--- src/pkg/rate_timer_pkg.sv ---
// What this block does
// - the rate timer serves both serial modes and runs 8-bit after reset, 16-bit only when wide_divisor_select is set.
// - the timer runs freely, its period set by the divisor pair as one value, only the low byte in 8-bit operation.
// - asynchronously the multiplier follows high_speed_select and wide_divisor_select; synchronously high_speed_select is ignored.
// - a write to either divisor byte clears the running timer so the new rate starts at once.
// - async, 8-bit, low speed gives the oscillator over 64 times divisor plus one.
// - async, 16-bit, low speed gives the oscillator over 16 times divisor plus one.
// - synchronous operation gives the oscillator over 4 times divisor plus one for either width.
// - the receiver idle flag reads 1 while idle and 0 once a start bit begins a reception.
// - the mode select bit picks synchronous when 1 and asynchronous when 0.
package rate_timer_pkg;

  // ----------------------------------------------------------------
  // register byte addresses
  // ----------------------------------------------------------------
  localparam logic [7:0] ADDR_DIV_LOW  = 8'h00;
  localparam logic [7:0] ADDR_DIV_HIGH = 8'h04;
  localparam logic [7:0] ADDR_TX_CTRL  = 8'h08;
  localparam logic [7:0] ADDR_RX_CTRL  = 8'h0c;
  localparam logic [7:0] ADDR_BAUD_CTL = 8'h10;

  // ----------------------------------------------------------------
  // field positions
  // ----------------------------------------------------------------
  localparam int MODE_SYNC_BIT  = 4;
  localparam int HIGH_SPEED_BIT = 2;
  localparam int TX_EMPTY_BIT   = 1;
  localparam int WIDE_DIV_BIT   = 3;
  localparam int RX_IDLE_BIT    = 6;

  // ----------------------------------------------------------------
  // reset values
  // ----------------------------------------------------------------
  localparam logic [7:0] TX_CTRL_RST  = 8'h02;
  localparam logic [7:0] RX_CTRL_RST  = 8'h00;
  localparam logic [7:0] BAUD_CTL_RST = 8'h40;
  localparam logic [7:0] DIV_RST      = 8'h00;

  // ----------------------------------------------------------------
  // prescale top counts (one less than the oscillator cycles per timer step)
  // ----------------------------------------------------------------
  localparam logic [5:0] PRE_64 = 6'h3f;
  localparam logic [5:0] PRE_16 = 6'h0f;
  localparam logic [5:0] PRE_4  = 6'h03;

  // writable masks per register
  localparam logic [7:0] TX_CTRL_WMASK  = 8'hfd;
  localparam logic [7:0] BAUD_CTL_WMASK = 8'h3b;

endpackage

--- src/hw/rate_timer.sv ---
// The register addresses and the APB slave port were chosen for this implementation.
`timescale 1ns/10ps
`default_nettype none
module rate_timer (
  // clock and reset
  input  wire logic       clk,
  input  wire logic       arst_n,
  // apb slave
  input  wire logic       psel,
  input  wire logic       penable,
  input  wire logic       pwrite,
  input  wire logic [7:0] paddr,
  input  wire logic [31:0] pwdata,
  output logic            pready,
  output logic [31:0]     prdata,
  output logic            pslverr,
  // serial shift logic
  input  wire logic       rx_active,
  input  wire logic       tx_shift_empty,
  output logic            rate_tick,
  output logic            sync_mode,
  output logic            port_enable
);
  import rate_timer_pkg::*;

  // ----------------------------------------------------------------
  // registers
  // ----------------------------------------------------------------
  logic [7:0]  div_low_r;
  logic [7:0]  div_high_r;
  logic [7:0]  tx_ctrl_r;
  logic [7:0]  rx_ctrl_r;
  logic [7:0]  baud_ctl_r;
  logic [15:0] count_r;
  logic [5:0]  pre_r;
  logic        rx_busy_s1_r;
  logic        rx_busy_s2_r;
  logic        tx_empty_s1_r;
  logic        tx_empty_s2_r;

  // ----------------------------------------------------------------
  // bus decode
  // ----------------------------------------------------------------
  wire access_w  = psel & penable;
  wire wr_w      = access_w & pwrite;
  wire rd_w      = access_w & ~pwrite;
  wire hit_lo    = (paddr == ADDR_DIV_LOW);
  wire hit_hi    = (paddr == ADDR_DIV_HIGH);
  wire hit_tx    = (paddr == ADDR_TX_CTRL);
  wire hit_rx    = (paddr == ADDR_RX_CTRL);
  wire hit_bc    = (paddr == ADDR_BAUD_CTL);
  wire mapped    = hit_lo | hit_hi | hit_tx | hit_rx | hit_bc;
  wire div_write = wr_w & (hit_lo | hit_hi);

  // ----------------------------------------------------------------
  // mode selection
  // ----------------------------------------------------------------
  wire sync_sel  = tx_ctrl_r[MODE_SYNC_BIT];
  wire wide_sel  = baud_ctl_r[WIDE_DIV_BIT];
  wire fast_sel  = tx_ctrl_r[HIGH_SPEED_BIT] & ~sync_sel;
  wire [15:0] divisor = wide_sel ? {div_high_r, div_low_r} : {8'h00, div_low_r};
  wire [5:0] pre_top = sync_sel              ? PRE_4 :
                       (wide_sel &  fast_sel) ? PRE_4 :
                       (wide_sel & ~fast_sel) ? PRE_16 :
                       (fast_sel)             ? PRE_16 :
                                                PRE_64;
  wire pre_done   = (pre_r >= pre_top);
  wire count_done = pre_done & (count_r >= divisor);
  wire rx_idle    = ~rx_busy_s2_r;

  wire [7:0] baud_rd = {1'b0, rx_idle, baud_ctl_r[5:0] & BAUD_CTL_WMASK[5:0]};
  wire [7:0] tx_rd   = {tx_ctrl_r[7:2], tx_empty_s2_r, tx_ctrl_r[0]};
  wire [7:0] rd_mux  = hit_lo ? div_low_r :
                       hit_hi ? div_high_r :
                       hit_tx ? tx_rd :
                       hit_rx ? rx_ctrl_r :
                       hit_bc ? baud_rd : 8'h00;

  // ----------------------------------------------------------------
  // pin input synchronisers
  // ----------------------------------------------------------------
  always_ff @(posedge clk or negedge arst_n) begin
    if (!arst_n) begin
      rx_busy_s1_r  <= 1'b0;
      rx_busy_s2_r  <= 1'b0;
      tx_empty_s1_r <= 1'b1;
      tx_empty_s2_r <= 1'b1;
    end else begin
      rx_busy_s1_r  <= rx_active;
      rx_busy_s2_r  <= rx_busy_s1_r;
      tx_empty_s1_r <= tx_shift_empty;
      tx_empty_s2_r <= tx_empty_s1_r;
    end
  end

  // ----------------------------------------------------------------
  // register writes
  // ----------------------------------------------------------------
  always_ff @(posedge clk or negedge arst_n) begin
    if (!arst_n) begin
      div_low_r  <= DIV_RST;
      div_high_r <= DIV_RST;
      tx_ctrl_r  <= TX_CTRL_RST;
      rx_ctrl_r  <= RX_CTRL_RST;
      baud_ctl_r <= BAUD_CTL_RST;
    end else if (wr_w) begin
      if (hit_lo) div_low_r <= pwdata[7:0];
      if (hit_hi) div_high_r <= pwdata[7:0];
      if (hit_tx) tx_ctrl_r <= pwdata[7:0] & TX_CTRL_WMASK;
      if (hit_rx) rx_ctrl_r <= pwdata[7:0];
      if (hit_bc) baud_ctl_r <= pwdata[7:0] & BAUD_CTL_WMASK;
    end
  end

  // ----------------------------------------------------------------
  // free-running rate timer
  // ----------------------------------------------------------------
  always_ff @(posedge clk or negedge arst_n) begin
    if (!arst_n) begin
      pre_r   <= 6'h00;
      count_r <= 16'h0000;
    end else if (div_write) begin
      pre_r   <= 6'h00;
      count_r <= 16'h0000;
    end else if (pre_done) begin
      pre_r   <= 6'h00;
      count_r <= count_done ? 16'h0000 : count_r + 16'h0001;
    end else begin
      pre_r   <= pre_r + 6'h01;
    end
  end

  always_ff @(posedge clk or negedge arst_n) begin
    if (!arst_n) begin
      rate_tick <= 1'b0;
    end else begin
      rate_tick <= count_done & ~div_write;
    end
  end

  // ----------------------------------------------------------------
  // apb answer and mode outputs
  // ----------------------------------------------------------------
  always_ff @(posedge clk or negedge arst_n) begin
    if (!arst_n) begin
      pready  <= 1'b0;
      pslverr <= 1'b0;
      prdata  <= 32'h0000_0000;
    end else begin
      pready  <= psel & ~penable & ~pready;
      pslverr <= psel & ~penable & ~pready & ~mapped;
      prdata  <= (psel & ~penable & ~pwrite) ? {24'h000000, rd_mux} : prdata;
    end
  end

  always_ff @(posedge clk or negedge arst_n) begin
    if (!arst_n) begin
      sync_mode   <= 1'b0;
      port_enable <= 1'b0;
    end else begin
      sync_mode   <= sync_sel;
      port_enable <= rx_ctrl_r[7];
    end
  end

  wire unused_rd = rd_w;

endmodule
`default_nettype wire

--- config.mk ---
export PLATFORM = sky130hd
export DESIGN_NAME = rate_timer
export DESIGN_NICKNAME = d
export VERILOG_FILES = /design/src/pkg/rate_timer_pkg.sv /design/src/hw/rate_timer.sv
export SDC_FILE = /design/constraint.sdc
export NUM_CORES = 1
export LEC_CHECK = 0
export BUFFER_PORTS_ARGS = -buffer_cell sky130_fd_sc_hd__buf_2
export CAP_MARGIN = 0
export CORE_ASPECT_RATIO = 1.4
export CORE_MARGIN = 3
export CORE_UTILIZATION = 37
export DETAILED_ROUTE_END_ITERATION = 10
export PLACE_DENSITY = 0.63
export SLEW_MARGIN = 20
export SYNTH_ARGS = -nofsm -noshare
export SYNTH_HDL_FRONTEND = slang
export SYNTH_SLANG_ARGS = --single-unit
--- constraint.sdc ---
create_clock -name clk -period 3.89 [get_ports clk]
set_clock_uncertainty 0.2 [all_clocks]
set_input_delay 0 -clock clk [delete_from_list [all_inputs] [get_ports clk]]
set_output_delay 0 -clock clk [all_outputs]
set_load 0.02 [all_outputs]
==> impl_metrics.csv <==
group,metric,value,unit
die,fp.dieH,131,microns
die,core,10600,sq um
placed_design,place.gp.congestion,0.863,
grt,grt_max_degree,76,
die,core.rowCount,44,
finish,antenna-diode-count,0,
synth,synth-xor-area-share,0.0277,
die,io_pins,84,
finish,nets,531,
cts,path_clk_slew,0.06,ns
timing,worst_slack,0.853,ns
synth,synthAdderAreaFrac,0.0670,
synth,synth-simple-area-share,0.157,
cts,postCtsSetupRepairBufs,0,
critical_path,critPathSlowestCell,"a221oi_1",
drt,drc,0,
cts,cts.htree.levels,3,
timing,rsz0062_at_grt,"false",
synth,synth.area.mux_share,0.0981,
placed_design,dp_worst_setup_slack,0.843,ns
cts,cts_resized,0,
drt,drt_wl_total,9420,microns
timing,fmax,329,MHz
critical_path,worst_setup_path_start_kind,"register",
drt,post_drt_wl_per_cell,15.6,microns
synth,synth_seq_cells,75,
cts,clock-sinks,75,
synth,synth_edf_count,0,
placed_design,dpl.hpwl,6760,microns
cts,cts_made_buffers,9,
synth,synth_flop_cell,"dfrtp_1",
die,die_area,12400,sq um
synth,async_flop_share,1.00,
grt,overflow,0,
grt,antenna_found_initial,0,
critical_path,arrival,3.09,ns
finish,n_fill_cell,994,
timing,final_hold_viol_count,0,
power_and_ir_drop,leakagePower,2.27,nW
drt,drtAntennaViolNets,0,
drt,dr.pass1.iters,4,
timing,period_share,0.781,
synth,syn_inst,403,
synth,ys_seq_area_frac,0.457,
critical_path,critPathRequiredTime,3.94,ns
timing,setup_viol,0,
critical_path,worstPathMaxFanout,8,
timing,slew-limit-headroom,0.369,
critical_path,crit_chain,"or3_1 > ha_1 > a21o_1 > a221oi_1 > and2_1 > o41ai_1 > a211oi_1",
critical_path,path_class,"register to register",
cts,clockRootBuffer,"clkbuf_16",
finish,area_growth,19.1,%
power_and_ir_drop,max-vdd-ir-drop,244,uV
run,maxCapViolations,0,
synth,yosys_warnings,0,
outcome,status,"completed",
synth,postSynthAreaPerCell,10.2,sq um
timing,holdWs,0.0379,ns
drt,viasPerCell,5.20,
synth,yosys.cell_types.count,49,
timing,tns,0,ns
die,die_w,95.1,microns
drt,vias,3146,
finish,drive_gt1_frac,0.206,
worst_hold_path,hold_path_class,"input pin to register",
timing,finalMaxSlewViolations,0,
power_and_ir_drop,power_density,491,nW/um^2
drt,drtIter0Drc,124,
grt,grtUsageTotal,0.162,
synth,synth_compound_area_frac,0.117,
grt,grt_pass1_wl,15400,microns
synth,synth_top_family_by_area,"simple AND/OR/NAND/NOR gates",
timing,worst_pin_slew,0.947,ns
die,start_util,0.387,
finish,final_common_cell,"dfrtp_1",
cts,tritoncts,"done",
critical_path,cp-end-kind,"register",
grt,grt_pass1_vias,3186,
cts,insertion_delay,0.34,ns
finish,layout_common_cells,"dfrtp_1 (73), nand2_1 (39), buf_2 (34)",
synth,syn_area,4110,sq um
critical_path,slowest_delay,0.64,ns
cts,clk_path_buf_depth,2,
placed_design,port_buffers,35,
timing,period_needed,3.04,ns
-- metrics by stage --
stage / cells / area, sq um / utilization / power, mW
2_1_floorplan: 426 / 4200 / - / 1.38
3_3_place_gp: 567 / 4350 / 0.409 / 1.50
3_5_place_dp: 567 / 4350 / 0.409 / 1.52
4_1_cts: 605 / 4890 / 0.461 / 2.43
5_1_grt: 605 / 4890 / 0.461 / 2.56
6_report: 605 / 4890 / 0.461 / 2.40
-- layer usage --
metal | track usage | vias to the layer above | share of wire
met5 | 0 | - | 0
met4 | 0.0748 | 0 | 0.030
met3 | 0.0418 | 22 | 0.036
met2 | 0.294 | 80 | 0.53
met1 | 0.173 | 1525 | 0.40
li1 | - | 1519 | -
-- Yosys cell counts, types with 4 or more instances --
master     n  area share
buf_4     24       0.044
a31oi_1    5      0.0076
nand3_1   19       0.023
nand2_1   39       0.036
mux2_2    30       0.082
nor2_1    24       0.022
inv_1     18       0.016
dfrtp_1   73        0.44
ha_1      22       0.067
o21ai_0   28       0.034
a41oi_1    4      0.0085
a21oi_1   16       0.019
nor3_1    11       0.013
nand2b_1   4      0.0061
a221o_1    4      0.0097
nand4_1   10       0.015
and3_1     5      0.0076
o22ai_1    4      0.0061
xnor2_1   11       0.023
clkbuf_1  12       0.011
-- report_power, final --
part / switching (mW) / internal [mW]
Combinational: 0.284 / 0.228
Clock: 0.313 / 0.566
Sequential: 0.120 / 0.891
-- sequential cells by signal, indices dropped and copies added (netlist names) --
register and flops:
tx_empty_s2_r 1, tx_empty_s1_r 1, sync_mode 1, tx_ctrl_r 7, pready 1, count_r 16
port_enable 1, rx_ctrl_r 8, div_high_r 8, rx_busy_s1_r 1, pslverr 1, prdata 8
pre_r 6, rate_tick 1, rx_busy_s2_r 1, baud_ctl_r 5, div_low_r 8
-- final timing paths --
check	startpoint	to	slack, ns	cells after the start
worst max-delay path	tx_ctrl_r[4]$_DFFE_PN0P_	count_r[15]$_DFFE_PN0P_	0.85	7
worst min-delay path	paddr[1]	rate_tick$_DFF_PN0_	0.04	4
worst max register to register	tx_ctrl_r[4]$_DFFE_PN0P_	count_r[15]$_DFFE_PN0P_	0.85	7
worst min register to register	rx_busy_s1_r$_DFF_PN0_	rx_busy_s2_r$_DFF_PN0_	0.15	0
max in group asynchronous	arst_n	pre_r[1]$_DFF_PN0_	2.72	2
min in group asynchronous	arst_n	count_r[10]$_DFFE_PN0P_	0.15	2
-- critical path: cells and delay by family, from the launching register on --
family / cells / cell delay [ns]
flip-flops: 1 / 0.41
AND/OR/NAND/NOR: 2 / 0.85
AO/OA/AOI/OAI: 4 / 1.20
adder cells (fa/ha/maj): 1 / 0.31
-- logic make-up after synthesis --
kind of cell	Yosys count
buffers and inverters	56
xor gates and xnor gates	13
and+or+nand+nor	126
DFF	75
AOI/OAI and AO/OA	76
other	1
muxes	34
adders and majority gates	22
-- cell type report --
type | instances | area (sq um) | share of cell area
multi-input combinational | 295 | 2010 | 0.410
timing repair buffer | 63 | 443 | 0.0905
inverter | 18 | 67.6 | 0.0138
clock inverter | 3 | 43.8 | 0.00895
tap | 138 | 173 | 0.0353
sequential | 75 | 1880 | 0.384
clock buffer | 13 | 280 | 0.0573
-- what timing repair did --
item | 4_1_cts | 5_1_grt
setup endpoints to repair | 0 | 0
hold endpoints to repair | 121 | 0
hold buffers | 22 | 0
No activity file was read; power rests on OpenSTA's default activity.
